--- config.mk ---
export PLATFORM = sky130hd
export DESIGN_NAME = crc_top
export DESIGN_NICKNAME = d
export VERILOG_FILES = /design/src/hdl/crc_pkg.sv /design/src/hdl/crc_top.sv
export SDC_FILE = /design/constraint.sdc
export NUM_CORES = 1
export LEC_CHECK = 0
export ABC_AREA = 1
export BUFFER_PORTS_ARGS = -buffer_cell sky130_fd_sc_hd__buf_2
export CORE_MARGIN = 3
export CORE_UTILIZATION = 50
export DETAILED_ROUTE_END_ITERATION = 16
export HOLD_SLACK_MARGIN = 0.1
export PLACE_DENSITY = 0.75
export SYNTH_ARGS = -nofsm -noshare
export SYNTH_HDL_FRONTEND = slang
export SYNTH_SLANG_ARGS = --single-unit
--- constraint.sdc ---
create_clock -name sys_clk_i -period 2.6 [get_ports sys_clk_i]
set_input_delay 0.13 -clock sys_clk_i [delete_from_list [all_inputs] [get_ports sys_clk_i]]
set_output_delay 0.13 -clock sys_clk_i [all_outputs]
set_load 0.05 [all_outputs]
--- src/hdl/crc_pkg.sv ---
// Package: constants, register map and types for the cassette record/read control block
package crc_pkg;
    localparam int CLK_HZ = 25_000_000;
    localparam int MARK_HZ = 2400;
    localparam int SPACE_HZ = 1200;
    localparam int MS_PER_S = 1000;
    localparam int LOSS_HALVES = 4;
    localparam int MARK_HALF_CYC = CLK_HZ / (2 * MARK_HZ);
    localparam int SPACE_HALF_CYC = CLK_HZ / (2 * SPACE_HZ);
    localparam int MS_CYC = CLK_HZ / MS_PER_S;

    localparam logic [3:0] ADDR_CMD = 4'h0;
    localparam logic [3:0] ADDR_DELAY = 4'h4;
    localparam logic [3:0] ADDR_STATUS = 4'h8;

    localparam int CMD_SET_REC = 0;
    localparam int CMD_CLR_REC = 1;
    localparam int CMD_SET_READ = 2;
    localparam int CMD_CLR_READ = 3;

    localparam logic [15:0] DELAY_RST = 16'h03E8;

    localparam int NPIN = 12;
    localparam int PIN_REC_ON_N = 0;
    localparam int PIN_REC_OFF_N = 1;
    localparam int PIN_READ_ON_N = 2;
    localparam int PIN_READ_OFF_N = 3;
    localparam int PIN_REC_SEL_B = 4;
    localparam int PIN_READ_SEL_B = 5;
    localparam int PIN_AUTO = 6;
    localparam int PIN_LOCAL = 7;
    localparam int PIN_HOST_TXD = 8;
    localparam int PIN_TERM_TXD = 9;
    localparam int PIN_AIN_A = 10;
    localparam int PIN_AIN_B = 11;
    localparam logic [NPIN-1:0] PIN_RST = 12'h30F;

    typedef enum logic [1:0] {CAR_OFF, CAR_WAIT, CAR_ON} crc_car_t;
endpackage : crc_pkg

--- src/hdl/crc_top.sv ---
// Cassette record/read control: latches, motors, FSK tones, routing, lamps, Avalon slave
`timescale 1ns/100ps
module crc_top #(
    parameter int MARK_HALF = crc_pkg::MARK_HALF_CYC,
    parameter int SPACE_HALF = crc_pkg::SPACE_HALF_CYC,
    parameter int MS_CYCLES = crc_pkg::MS_CYC
) (
    input wire logic sys_clk_i,
    input wire logic reset_n_i,
    input wire logic [3:0] avs_address_i,
    input wire logic avs_read_i,
    input wire logic avs_write_i,
    input wire logic [31:0] avs_writedata_i,
    output logic [31:0] avs_readdata_o,
    output logic avs_waitrequest_o,
    input wire logic rec_sw_on_n_i,
    input wire logic rec_sw_off_n_i,
    input wire logic read_sw_on_n_i,
    input wire logic read_sw_off_n_i,
    input wire logic rec_sel_b_i,
    input wire logic read_sel_b_i,
    input wire logic motor_auto_i,
    input wire logic local_mode_i,
    input wire logic host_txd_i,
    input wire logic term_txd_i,
    input wire logic recorder_audio_in_a_i,
    input wire logic recorder_audio_in_b_i,
    output logic recorder_audio_out_a_o,
    output logic recorder_audio_out_b_o,
    output logic motor_a_o,
    output logic motor_b_o,
    output logic host_rxd_o,
    output logic term_rxd_o,
    output logic rec_lamp_o,
    output logic read_lamp_o,
    output logic rec_act_lamp_o,
    output logic read_act_lamp_o,
    output logic carrier_lamp_o,
    output logic bit_clk_gate_o
);
    import crc_pkg::*;

    localparam int THRESH = (MARK_HALF + SPACE_HALF) / 2;
    localparam int LOSS = LOSS_HALVES * SPACE_HALF;

    // Pin synchronisers with agreement filter
    logic [NPIN-1:0] pin_w;
    logic [NPIN-1:0] s1_q, s2_q, s3_q, flt_q, flt_d;
    assign pin_w = {recorder_audio_in_b_i, recorder_audio_in_a_i, term_txd_i, host_txd_i,
                    local_mode_i, motor_auto_i, read_sel_b_i, rec_sel_b_i,
                    read_sw_off_n_i, read_sw_on_n_i, rec_sw_off_n_i, rec_sw_on_n_i};
    for (genvar g = 0; g < NPIN; g++) begin : g_sync
        always_comb begin
            flt_d[g] = (s2_q[g] == s3_q[g]) ? s3_q[g] : flt_q[g];
        end
        always_ff @(posedge sys_clk_i or negedge reset_n_i) begin
            if (!reset_n_i) begin
                s1_q[g] <= PIN_RST[g];
                s2_q[g] <= PIN_RST[g];
                s3_q[g] <= PIN_RST[g];
                flt_q[g] <= PIN_RST[g];
            end else begin
                s1_q[g] <= pin_w[g];
                s2_q[g] <= s1_q[g];
                s3_q[g] <= s2_q[g];
                flt_q[g] <= flt_d[g];
            end
        end
    end

    logic auto_w, local_w, rec_b_w, read_b_w, ain_w;
    assign auto_w = flt_q[PIN_AUTO];
    assign local_w = flt_q[PIN_LOCAL];
    assign rec_b_w = flt_q[PIN_REC_SEL_B];
    assign read_b_w = flt_q[PIN_READ_SEL_B];
    assign ain_w = read_b_w ? flt_q[PIN_AIN_B] : flt_q[PIN_AIN_A];

    // Avalon slave: one wait cycle, then answer
    logic wait_q, wait_d;
    logic [31:0] rdata_q, rdata_d;
    logic [15:0] delay_q, delay_d;
    logic cmd_w;
    logic [3:0] cmd_bits;

    // Control state
    logic rec_lat_q, rec_lat_d, read_lat_q, read_lat_d;
    crc_car_t car_q, car_d;
    logic [15:0] dly_cnt_q, dly_cnt_d;
    logic [15:0] ms_q, ms_d;
    logic [15:0] tone_cnt_q, tone_cnt_d;
    logic tone_q, tone_d;
    logic [17:0] ivl_q, ivl_d;
    logic tbit_q, tbit_d, tval_q, tval_d, ain_prev_q, ain_prev_d;
    logic aout_a_q, aout_a_d, aout_b_q, aout_b_d, mot_a_q, mot_a_d, mot_b_q, mot_b_d;
    logic hrx_q, hrx_d, trx_q, trx_d;
    logic rlamp_q, rlamp_d, dlamp_q, dlamp_d, ract_q, ract_d, dact_q, dact_d;
    logic clamp_q, clamp_d, gate_q, gate_d;
    logic silent, tx_bit, src_bit, fwd, rec_mot, read_mot;
    logic [15:0] half;

    assign cmd_w = avs_write_i && !wait_q && (avs_address_i == ADDR_CMD);
    assign cmd_bits = avs_writedata_i[3:0];

    always_comb begin
        wait_d = 1'b1;
        rdata_d = rdata_q;
        delay_d = delay_q;
        if ((avs_read_i || avs_write_i) && wait_q) begin
            wait_d = 1'b0;
            unique case (avs_address_i)
                ADDR_DELAY: rdata_d = {16'h0000, delay_q};
                ADDR_STATUS: rdata_d = {22'h000000, gate_q, clamp_q, mot_b_q, mot_a_q,
                                        local_w, auto_w, tval_q, car_q == CAR_ON,
                                        read_lat_q, rec_lat_q};
                default: rdata_d = 32'h0000_0000;
            endcase
        end
        if (avs_write_i && !wait_q && avs_address_i == ADDR_DELAY) begin
            delay_d = avs_writedata_i[15:0];
        end
    end

    always_comb begin
        // Latches: held switch overrides, else commands
        rec_lat_d = rec_lat_q;
        if (!flt_q[PIN_REC_ON_N]) begin
            rec_lat_d = 1'b1;
        end else if (!flt_q[PIN_REC_OFF_N]) begin
            rec_lat_d = 1'b0;
        end else if (cmd_w && cmd_bits[CMD_SET_REC]) begin
            rec_lat_d = 1'b1;
        end else if (cmd_w && cmd_bits[CMD_CLR_REC]) begin
            rec_lat_d = 1'b0;
        end
        read_lat_d = read_lat_q;
        if (!flt_q[PIN_READ_ON_N]) begin
            read_lat_d = 1'b1;
        end else if (!flt_q[PIN_READ_OFF_N]) begin
            read_lat_d = 1'b0;
        end else if (cmd_w && cmd_bits[CMD_SET_READ]) begin
            read_lat_d = 1'b1;
        end else if (cmd_w && cmd_bits[CMD_CLR_READ]) begin
            read_lat_d = 1'b0;
        end

        // Carrier start delay in milliseconds
        car_d = car_q;
        dly_cnt_d = dly_cnt_q;
        ms_d = ms_q;
        if (!auto_w || !rec_lat_q) begin
            car_d = CAR_OFF;
            ms_d = 16'h0000;
        end else begin
            unique case (car_q)
                CAR_OFF: begin
                    car_d = CAR_WAIT;
                    dly_cnt_d = delay_q;
                    ms_d = 16'h0000;
                end
                CAR_WAIT: begin
                    if (dly_cnt_q == 16'h0000) begin
                        car_d = CAR_ON;
                    end else if (ms_q >= 16'(MS_CYCLES - 1)) begin
                        ms_d = 16'h0000;
                        dly_cnt_d = dly_cnt_q - 16'h0001;
                    end else begin
                        ms_d = ms_q + 16'h0001;
                    end
                end
                CAR_ON: car_d = CAR_ON;
            endcase
        end

        // Record source and tone generator
        src_bit = local_w ? flt_q[PIN_TERM_TXD] : flt_q[PIN_HOST_TXD];
        if (auto_w) begin
            silent = !(rec_lat_q && car_q == CAR_ON);
            tx_bit = src_bit;
        end else begin
            silent = 1'b0;
            tx_bit = rec_lat_q ? src_bit : 1'b1;
        end
        half = tx_bit ? 16'(MARK_HALF - 1) : 16'(SPACE_HALF - 1);
        if (silent) begin
            tone_cnt_d = 16'h0000;
            tone_d = 1'b0;
        end else if (tone_cnt_q >= half) begin
            tone_cnt_d = 16'h0000;
            tone_d = !tone_q;
        end else begin
            tone_cnt_d = tone_cnt_q + 16'h0001;
            tone_d = tone_q;
        end
        aout_a_d = !rec_b_w && tone_d;
        aout_b_d = rec_b_w && tone_d;

        // Tone decoder on the selected input
        ain_prev_d = ain_w;
        ivl_d = ivl_q;
        tbit_d = tbit_q;
        tval_d = tval_q;
        if (ain_w != ain_prev_q) begin
            tbit_d = ivl_q < 18'(THRESH);
            tval_d = ivl_q < 18'(LOSS);
            ivl_d = 18'h00000;
        end else if (ivl_q >= 18'(LOSS)) begin
            tval_d = 1'b0;
            tbit_d = 1'b1;
        end else begin
            ivl_d = ivl_q + 18'h00001;
        end

        // Routing between host, terminal and tape
        fwd = read_lat_q && tval_q;
        if (local_w) begin
            hrx_d = 1'b1;
            trx_d = fwd ? tbit_q : 1'b1;
        end else begin
            hrx_d = fwd ? tbit_q : flt_q[PIN_TERM_TXD];
            trx_d = flt_q[PIN_HOST_TXD];
        end

        // Motors
        rec_mot = !auto_w || rec_lat_q;
        read_mot = !auto_w || read_lat_q;
        mot_a_d = (!rec_b_w && rec_mot) || (!read_b_w && read_mot);
        mot_b_d = (rec_b_w && rec_mot) || (read_b_w && read_mot);

        // Lamps
        rlamp_d = rec_lat_q;
        dlamp_d = read_lat_q;
        ract_d = rec_lat_q && !silent && !tx_bit;
        dact_d = read_lat_q && tval_q && !tbit_q;
        clamp_d = car_q == CAR_ON;
        gate_d = tval_q;
    end

    always_ff @(posedge sys_clk_i or negedge reset_n_i) begin
        if (!reset_n_i) begin
            wait_q <= 1'b1;
            rdata_q <= 32'h0000_0000;
            delay_q <= DELAY_RST;
            rec_lat_q <= 1'b0;
            read_lat_q <= 1'b0;
            car_q <= CAR_OFF;
            dly_cnt_q <= 16'h0000;
            ms_q <= 16'h0000;
            tone_cnt_q <= 16'h0000;
            tone_q <= 1'b0;
            ivl_q <= 18'h00000;
            tbit_q <= 1'b1;
            tval_q <= 1'b0;
            ain_prev_q <= 1'b0;
            aout_a_q <= 1'b0;
            aout_b_q <= 1'b0;
            mot_a_q <= 1'b0;
            mot_b_q <= 1'b0;
            hrx_q <= 1'b1;
            trx_q <= 1'b1;
            rlamp_q <= 1'b0;
            dlamp_q <= 1'b0;
            ract_q <= 1'b0;
            dact_q <= 1'b0;
            clamp_q <= 1'b0;
            gate_q <= 1'b0;
        end else begin
            wait_q <= wait_d;
            rdata_q <= rdata_d;
            delay_q <= delay_d;
            rec_lat_q <= rec_lat_d;
            read_lat_q <= read_lat_d;
            car_q <= car_d;
            dly_cnt_q <= dly_cnt_d;
            ms_q <= ms_d;
            tone_cnt_q <= tone_cnt_d;
            tone_q <= tone_d;
            ivl_q <= ivl_d;
            tbit_q <= tbit_d;
            tval_q <= tval_d;
            ain_prev_q <= ain_prev_d;
            aout_a_q <= aout_a_d;
            aout_b_q <= aout_b_d;
            mot_a_q <= mot_a_d;
            mot_b_q <= mot_b_d;
            hrx_q <= hrx_d;
            trx_q <= trx_d;
            rlamp_q <= rlamp_d;
            dlamp_q <= dlamp_d;
            ract_q <= ract_d;
            dact_q <= dact_d;
            clamp_q <= clamp_d;
            gate_q <= gate_d;
        end
    end

    assign avs_waitrequest_o = wait_q;
    assign avs_readdata_o = rdata_q;
    assign recorder_audio_out_a_o = aout_a_q;
    assign recorder_audio_out_b_o = aout_b_q;
    assign motor_a_o = mot_a_q;
    assign motor_b_o = mot_b_q;
    assign host_rxd_o = hrx_q;
    assign term_rxd_o = trx_q;
    assign rec_lamp_o = rlamp_q;
    assign read_lamp_o = dlamp_q;
    assign rec_act_lamp_o = ract_q;
    assign read_act_lamp_o = dact_q;
    assign carrier_lamp_o = clamp_q;
    assign bit_clk_gate_o = gate_q;
    // Checks
    property p_manual_motor;
        @(posedge sys_clk_i) disable iff (!reset_n_i)
        !auto_w |=> (($past(rec_b_w) ? mot_b_q : mot_a_q) &&
                     ($past(read_b_w) ? mot_b_q : mot_a_q));
    endproperty
    a_manual_motor: assert property (p_manual_motor) else $error("manual motor off");
    property p_auto_idle_motor;
        @(posedge sys_clk_i) disable iff (!reset_n_i)
        (auto_w && !rec_lat_q && !read_lat_q) |=> (!mot_a_q && !mot_b_q);
    endproperty
    a_auto_idle_motor: assert property (p_auto_idle_motor) else $error("idle motor on");
    property p_auto_silent;
        @(posedge sys_clk_i) disable iff (!reset_n_i)
        (auto_w && !rec_lat_q) |=> (!aout_a_q && !aout_b_q);
    endproperty
    a_auto_silent: assert property (p_auto_silent) else $error("audio while clear");
    property p_car_delay;
        @(posedge sys_clk_i) disable iff (!reset_n_i)
        (auto_w && car_q == CAR_OFF && rec_lat_q) |=> (car_q == CAR_WAIT) ##1 !clamp_q;
    endproperty
    a_car_delay: assert property (p_car_delay) else $error("carrier not delayed");
    property p_rec_force;
        @(posedge sys_clk_i) disable iff (!reset_n_i)
        !flt_q[PIN_REC_ON_N] |=> rec_lat_q ##1 rlamp_q;
    endproperty
    a_rec_force: assert property (p_rec_force) else $error("record latch not forced");
    property p_lamp;
        @(posedge sys_clk_i) disable iff (!reset_n_i)
        (rlamp_q == $past(rec_lat_q)) && (dlamp_q == $past(read_lat_q));
    endproperty
    a_lamp: assert property (p_lamp) else $error("latch lamp wrong");
    property p_rec_act;
        @(posedge sys_clk_i) disable iff (!reset_n_i)
        ract_q |-> $past(rec_lat_q);
    endproperty
    a_rec_act: assert property (p_rec_act) else $error("record lamp without latch");
    property p_read_act;
        @(posedge sys_clk_i) disable iff (!reset_n_i)
        dact_q |-> ($past(read_lat_q) && $past(tval_q) && !$past(tbit_q));
    endproperty
    a_read_act: assert property (p_read_act) else $error("read lamp wrong");
    property p_local;
        @(posedge sys_clk_i) disable iff (!reset_n_i)
        local_w |=> hrx_q;
    endproperty
    a_local: assert property (p_local) else $error("host fed in local");
    property p_pass;
        @(posedge sys_clk_i) disable iff (!reset_n_i)
        (!local_w && !read_lat_q) |=> (hrx_q == $past(flt_q[PIN_TERM_TXD]));
    endproperty
    a_pass: assert property (p_pass) else $error("serial not passed");
    property p_bus;
        @(posedge sys_clk_i) disable iff (!reset_n_i)
        ((avs_read_i || avs_write_i) && wait_q) |=> !wait_q ##1 wait_q;
    endproperty
    a_bus: assert property (p_bus) else $error("waitrequest timing");
endmodule : crc_top

### Word level (Yosys, flattened, before mapping)

Index checks and enable logic that the tools add are counted.
W data, S select, Z words.

* input port bits: 52
* word-level logic and storage cells: 191
* output and inout bits: 45
* register bits: 183

* reduce and logical (&&, ||, !) cells: 43
* bitwise gates (word level): 1
* multiplexer cells: 40
* equal/unequal tests: 24
* $lt $le $gt $ge: 5
* $add $sub $neg: 4

Operators by type and width (count)
* $mux W16: 7
* $pmux W16 S2: 3
* $mux W18: 2
* $add A16 B1 Y16 const B: 2
* $mux W1: 24
* $logic_and A1 B1 Y1: 19
* $add A18 B1 Y18 const B: 1
* $ge A18 B16 Y1 const B: 1
* $lt A18 B13 Y1 const B: 1
* $lt A18 B16 Y1 const B: 1
* $ge A16 B14 Y1: 1
* $ge A16 B15 Y1 const B: 1
* $logic_not A16 Y1: 1
* $sub A16 B1 Y16 const B: 1
* $mux W14: 1
* $eq A1 B1 Y1: 12
* $logic_not A1 Y1: 10
* $ne A4 B2 Y1 const B: 2
* $logic_or A1 B1 Y1: 6
* $ne A2 B2 Y1 const B: 3
* $ne A3 B3 Y1 const B: 2
* $pmux W2 S3: 1
* $eq A4 B3 Y1 const B: 1
* $eq A4 B4 Y1 const B: 1
* 11 further kinds: 13

### Longest topological paths before layout

* word-level depth: 8
* depth in mapped cells: 14

### Least setup slack after synthesis

Ideal clock, no wire load.

* kind: reg-to-reg
* from: register flt_q[9]
* to: register tone_cnt_q[14]
* setup slack: 0.749 ns
* cell stages (with the launch flop): 12
* clock period less this slack: 1.851 ns
* data arrival time: 1.783 ns
* setup time: 0.069 ns
* path through: dfstp_2 -> nand2_2 -> nand3_4 -> ha_1 -> inv_1 -> o21bai_1 -> inv_1 -> nand2_1 -> a21oi_4 -> nand3_4 -> buf_6 -> nor2_2

* cells in the longest elaborated chain, start to end: 7

RTL lines
* from (decl): line crc_top.sv:48 `logic [NPIN-1:0] s1_q, s2_q, s3_q, flt_q, flt_d;`
* from (signal, indexed assignment): line crc_top.sv:61 `flt_q[g] <= PIN_RST[g];`
* from (signal, indexed assignment): line crc_top.sv:66 `flt_q[g] <= flt_d[g];`
* $mux W1 (*): line crc_top.sv:175 `src_bit = local_w ? flt_q[PIN_TERM_TXD] : flt_q[PIN_HOST_TXD];`
* $mux W1: line crc_top.sv:181 `tx_bit = rec_lat_q ? src_bit : 1'b1;`
* $mux W1 (*): line crc_top.sv:176 `if (auto_w) begin`
* $mux W14 (*): line crc_top.sv:183 `half = tx_bit ? 16'(MARK_HALF - 1) : 16'(SPACE_HALF - 1);`
* $ge A16 B14 Y1 (*): line crc_top.sv:187 `end else if (tone_cnt_q >= half) begin`
* $mux W16 (*): line crc_top.sv:187
* $mux W16 (*): line crc_top.sv:184 `if (silent) begin`
* via tone_cnt_d[14]: line crc_top.sv:90 `logic [15:0] tone_cnt_q, tone_cnt_d;`
* to (signal assigned): line crc_top.sv:275 `tone_cnt_q <= tone_cnt_d;`
* to (decl): line crc_top.sv:90

Mark *: on every way through the listed nets, which the timed path passes. The rest lies on a longest branch.
A chain may end at the register's enable or synchronous reset.

### Worst setup path after layout

* from: register rec_lat_q
* to: register tone_cnt_q[2]

* cells in the longest elaborated chain, start to end: 6

RTL lines
* from (decl): line crc_top.sv:86 `logic rec_lat_q, rec_lat_d, read_lat_q, read_lat_d;`
* from (signal assigned): line crc_top.sv:270 `rec_lat_q <= rec_lat_d;`
* $mux W1: line crc_top.sv:181
* $mux W1: line crc_top.sv:176
* $mux W14: line crc_top.sv:183
* $ge A16 B14 Y1: line crc_top.sv:187
* $mux W16: line crc_top.sv:187
* $mux W16 (*): line crc_top.sv:184
* via tone_cnt_d[2]: line crc_top.sv:90

Marked as above.

==> implementation parameters <==
Parameter                              Value

Yosys
  Count of mapped cells out of synthesis ... 850
  Portion of the post-synthesis area used by sequential elements ... 0.536
  Post-Syn Area ... between 0.007 and 0.008 mm2
  Warnings from Yosys ... 0
  Dominant synthesized flop cell ... sky130_fd_sc_hd__dfrtp_1
  Proportion of register bits with asynchronous set or reset after synthesis ... 1.00
  Mapped Avg Cell Area ... 9.26 um2
  Number of flops mapped to enable cells by yosys ... 0
  Synth Register Bits ... 167
  Yosys cell types ... 47

STA
  Layout Skew ... 0.0100 ns
  Slew at the pin closest to its max-slew limit ... around 0.73 ns
  RSZ-0062 raised after global routing ... no
  Setup Total Neg Slack ... 0 ns
  Maximum clock frequency ... 454 MHz
  Max transition margin ... 0.511
  Share of the clock period used by the worst path after layout ... 0.848
  Final worst-path setup slack ... roughly 0.39 ns
  Setup violations, final ... 0
  Slew Viols, Final ... 0
  Number of endpoints with negative hold slack in the final report ... 0
  Shortest period the worst path allows ... about 2.2 ns

Global route
  Gr ovfl total ... 0
  Wire length of the first global-routing pass ... approximately 29 mm
  Vias in the first global route ... 5958
  Maximum number of pins on one net before global-route repair ... 80
  GRT Total Usage ... 0.204
  Initial antenna violation count ... 0

Detailed routing
  Iteration-0 DRC count of the detailed router ... 505
  Avg Vias per Cell ... 5.07
  Number of nets with antenna violations after detailed routing ... 0
  Total number of vias ... approximately 6000
  First drt pass iteration count ... 5
  Routed len/inst ... 14.3 um
  Drt drc ... 0
  Routed WL ... 17.0 mm

Final layout
  Share of layout cells above drive strength 1 ... 0.211
  Area growth from synthesis to layout ... 18.6%
  Non-filler instance count after layout ... 1186
  Post-layout net count ... 1026
  Number of filler cells placed in the layout ... 1305
  Count of inserted antenna diode cells ... 0

Clock tree
  Clock tree buffer depth ... 2
  Clock Pin Slew Worst Setup and Hold Paths ... 0.07 ns
  Number of buffers inserted during clock tree synthesis ... 17
  CTS sink count ... 167
  Clk_lat worst skew ... 0.43 ns
  Post-CTS repair timing setup buffer count ... 0
  Clock tree from TritonCTS ... done
  Root Buffer Master ... sky130_fd_sc_hd__clkbuf_16
  # H-tree levels ... 4

Critical path
  Setup crit start ... rec_lat_q$_DFFE_PN0P_
  Worst reg2reg setup slack ... 0.39 ns
  Maximum fanout along the worst path ... 15
  Worst reg2reg path startpoint ... rec_lat_q$_DFFE_PN0P_
  Data required, critical path ... just under 3 ns
  Arrival time at the worst endpoint ... 2.55 ns
  Category of the critical setup timing path ... register to register
  Kind of launch point of the worst setup path ... register
  Endpoint type of the worst setup path ... register
  Cells on worst reg2reg path ... 11
  Worst reg2reg endpoint ... tone_cnt_q[2]$_DFF_PN0_

Hold path
  Min-Delay Path Class ... primary input to register
  Hold worst-path end ... avs_readdata_o[8]$_DFFE_PN0P_
  Hold wc startpoint ... avs_address_i[2]
  Min-Delay Path Depth ... 4

Floorplanning
  Die area ... 0.0173 mm2
  I/O pin cnt ... 97
  Initial standard-cell utilization of the core ... 0.514
  Die width ... 131 um
  Core area ... about 0.015 mm2
  Std-Cell Rows ... 45
  Vertical extent of the die ... 131 um

Pwr
  Power density of the placed cells ... 787 mW/mm2
  Leakage Power ... approximately 4.3 nW
  Total power consumption of the routed design ... 7.35 mW
  Worst vdd rail ir drop ... 517 uV

Run status
  Status ... finished clean

Placement
  Placed cell count ... ~1100
  HPWL reported at the end of detailed placement ... 11.5 mm
  Routability congestion estimate ... around 0.86
  Port-buffer cells ... 64
  Minimum setup slack after placement ... between 0.4 and 0.5 ns

Flow run
  Number of max-cap violations ... 0
[state kept, by name, summed over array words and instances (netlist names), 16 cells and up]
| signal | flops |
|---|---|
| avs_readdata_o | 16 |
| delay_q | 16 |
| dly_cnt_q | 16 |
| ivl_q | 18 |
| ms_q | 16 |
| tone_cnt_q | 16 |
[stage by stage]
step                cell area [um2]  utilization  hold slack [ns]
global placement               8400        0.549            0.217
detailed placement             8400        0.549            0.218
floorplan                      7930            -           -0.166
finish                         9340        0.610            0.178
CTS                            9340        0.610            0.155
global route                   9340        0.610            0.219
[cells in the mapped netlist (2+ instances only)]
cell | count | area, um2
sky130_fd_sc_hd__xnor2_1 | 6 | 52.6
sky130_fd_sc_hd__dfstp_2 | 34 | 893
sky130_fd_sc_hd__o21ai_2 | 9 | 78.8
sky130_fd_sc_hd__nand3_2 | 3 | 30.0
sky130_fd_sc_hd__clkbuf_1 | 7 | 26.3
sky130_fd_sc_hd__buf_2 | 4 | 20.0
sky130_fd_sc_hd__o31ai_1 | 6 | 45.0
sky130_fd_sc_hd__o22ai_1 | 15 | 93.8
sky130_fd_sc_hd__o21ai_1 | 4 | 20.0
sky130_fd_sc_hd__dfrtp_1 | 133 | 3330
sky130_fd_sc_hd__a21oi_1 | 31 | 155
sky130_fd_sc_hd__nor2_2 | 16 | 100
sky130_fd_sc_hd__maj3_1 | 12 | 120
sky130_fd_sc_hd__nor4_1 | 7 | 43.8
sky130_fd_sc_hd__nand4_1 | 23 | 144
sky130_fd_sc_hd__inv_1 | 93 | 349
sky130_fd_sc_hd__nand2_4 | 3 | 33.8
sky130_fd_sc_hd__a31oi_1 | 4 | 25.0
sky130_fd_sc_hd__nor2_1 | 74 | 278
sky130_fd_sc_hd__o21bai_1 | 3 | 22.5
sky130_fd_sc_hd__nor2_4 | 4 | 45.0
sky130_fd_sc_hd__inv_2 | 9 | 33.8
sky130_fd_sc_hd__nand3b_1 | 3 | 22.5
sky130_fd_sc_hd__buf_6 | 3 | 33.8
sky130_fd_sc_hd__nor3_1 | 17 | 85.1
sky130_fd_sc_hd__buf_4 | 17 | 128
sky130_fd_sc_hd__mux2_2 | 4 | 45.0
sky130_fd_sc_hd__o211ai_2 | 3 | 37.5
sky130_fd_sc_hd__ha_1 | 12 | 150
sky130_fd_sc_hd__nand3_1 | 42 | 210
sky130_fd_sc_hd__nand2_2 | 8 | 50.1
sky130_fd_sc_hd__nand3_4 | 2 | 35.0
sky130_fd_sc_hd__xor2_1 | 18 | 158
sky130_fd_sc_hd__nand2_1 | 150 | 563
sky130_fd_sc_hd__and3_1 | 2 | 12.5
sky130_fd_sc_hd__nor3_2 | 2 | 20.0
sky130_fd_sc_hd__o21ai_0 | 57 | 285
[cell families after synthesis]
family | count (synthesis) | share of synthesized area
muxes | 4 | 0.00572
and+or+nand+nor | 360 | 0.218
other | 1 | 0.000476
buffers and inverters | 134 | 0.0758
DFF | 167 | 0.536
adders and majority gates | 24 | 0.0343
xor gates and xnor gates | 25 | 0.0288
AOI/OAI and AO/OA | 135 | 0.101
[cell type report]
cell class | count | area (um2) | share of cell area
Sequential cell | 167 | 4220 | 0.452
Tap cell | 211 | 264 | 0.0283
Inverter | 103 | 389 | 0.0417
Timing Repair Buffer | 108 | 772 | 0.0827
Clock inverter | 13 | 134 | 0.0143
Multi-Input combinational cell | 565 | 3120 | 0.334
Clock buffer | 19 | 443 | 0.0474
[timing repair]
action,in CTS,in global routing
hold buffers,36,0
endpoints found under the hold margin,103,0
resized for setup,0,0
[critical path, stage by stage (launching register included)]
cell                      delay, ns
sky130_fd_sc_hd__dfrtp_1       0.44
sky130_fd_sc_hd__inv_2         0.10
sky130_fd_sc_hd__nand2_4       0.12
sky130_fd_sc_hd__nand3_4       0.15
sky130_fd_sc_hd__ha_1          0.33
sky130_fd_sc_hd__nand3_1       0.09
sky130_fd_sc_hd__nand2_1       0.05
sky130_fd_sc_hd__a21oi_1       0.15
sky130_fd_sc_hd__nand2_1       0.10
sky130_fd_sc_hd__nand2_2       0.11
sky130_fd_sc_hd__nand3_4       0.22
sky130_fd_sc_hd__nor3b_1       0.25
[layout by cell type (no fill, tap or decap), types with 16 or more instances in the layout]
cell | Yosys | routed
sky130_fd_sc_hd__nand2_1 | 150 | 150
sky130_fd_sc_hd__dfrtp_1 | 133 | 133
sky130_fd_sc_hd__inv_1 | 93 | 93
sky130_fd_sc_hd__nor2_1 | 74 | 74
sky130_fd_sc_hd__buf_2 | 4 | 63
sky130_fd_sc_hd__o21ai_0 | 57 | 57
sky130_fd_sc_hd__nand3_1 | 42 | 42
sky130_fd_sc_hd__dlygate4sd3_1 | 0 | 36
sky130_fd_sc_hd__dfstp_2 | 34 | 34
sky130_fd_sc_hd__a21oi_1 | 31 | 31
sky130_fd_sc_hd__nand4_1 | 23 | 23
sky130_fd_sc_hd__xor2_1 | 18 | 18
sky130_fd_sc_hd__nor3_1 | 17 | 17
sky130_fd_sc_hd__conb_1 | 1 | 17
sky130_fd_sc_hd__clkbuf_16 | 0 | 17
sky130_fd_sc_hd__nor2_2 | 16 | 16
[metal layers]
layer  up-vias  track usage  wire [um]
met1      2883        0.270       7680
met3        25       0.0417        549
li1       2989            -          -
met4         0       0.0624        284
met5         -            0          0
met2       119        0.339       8470
[how the worst max path moves through the flow]
stage | end | slack, ns | cells after the start
after floorplan | tone_cnt_q[14]$_DFF_PN0_ | 0.75 | 11
after global placement | tone_cnt_q[2]$_DFF_PN0_ | 0.48 | 11
after detailed placement | tone_cnt_q[2]$_DFF_PN0_ | 0.44 | 11
after CTS | tone_cnt_q[2]$_DFF_PN0_ | 0.41 | 11
after global routing | tone_cnt_q[2]$_DFF_PN0_ | 0.18 | 11
final | tone_cnt_q[2]$_DFF_PN0_ | 0.39 | 11
[power by group]
group	switching (mW)	internal, mW
combinational	1.12	0.533
clock	1.10	1.37
sequential	0.266	2.95
No activity file was read; power rests on OpenSTA's default activity.
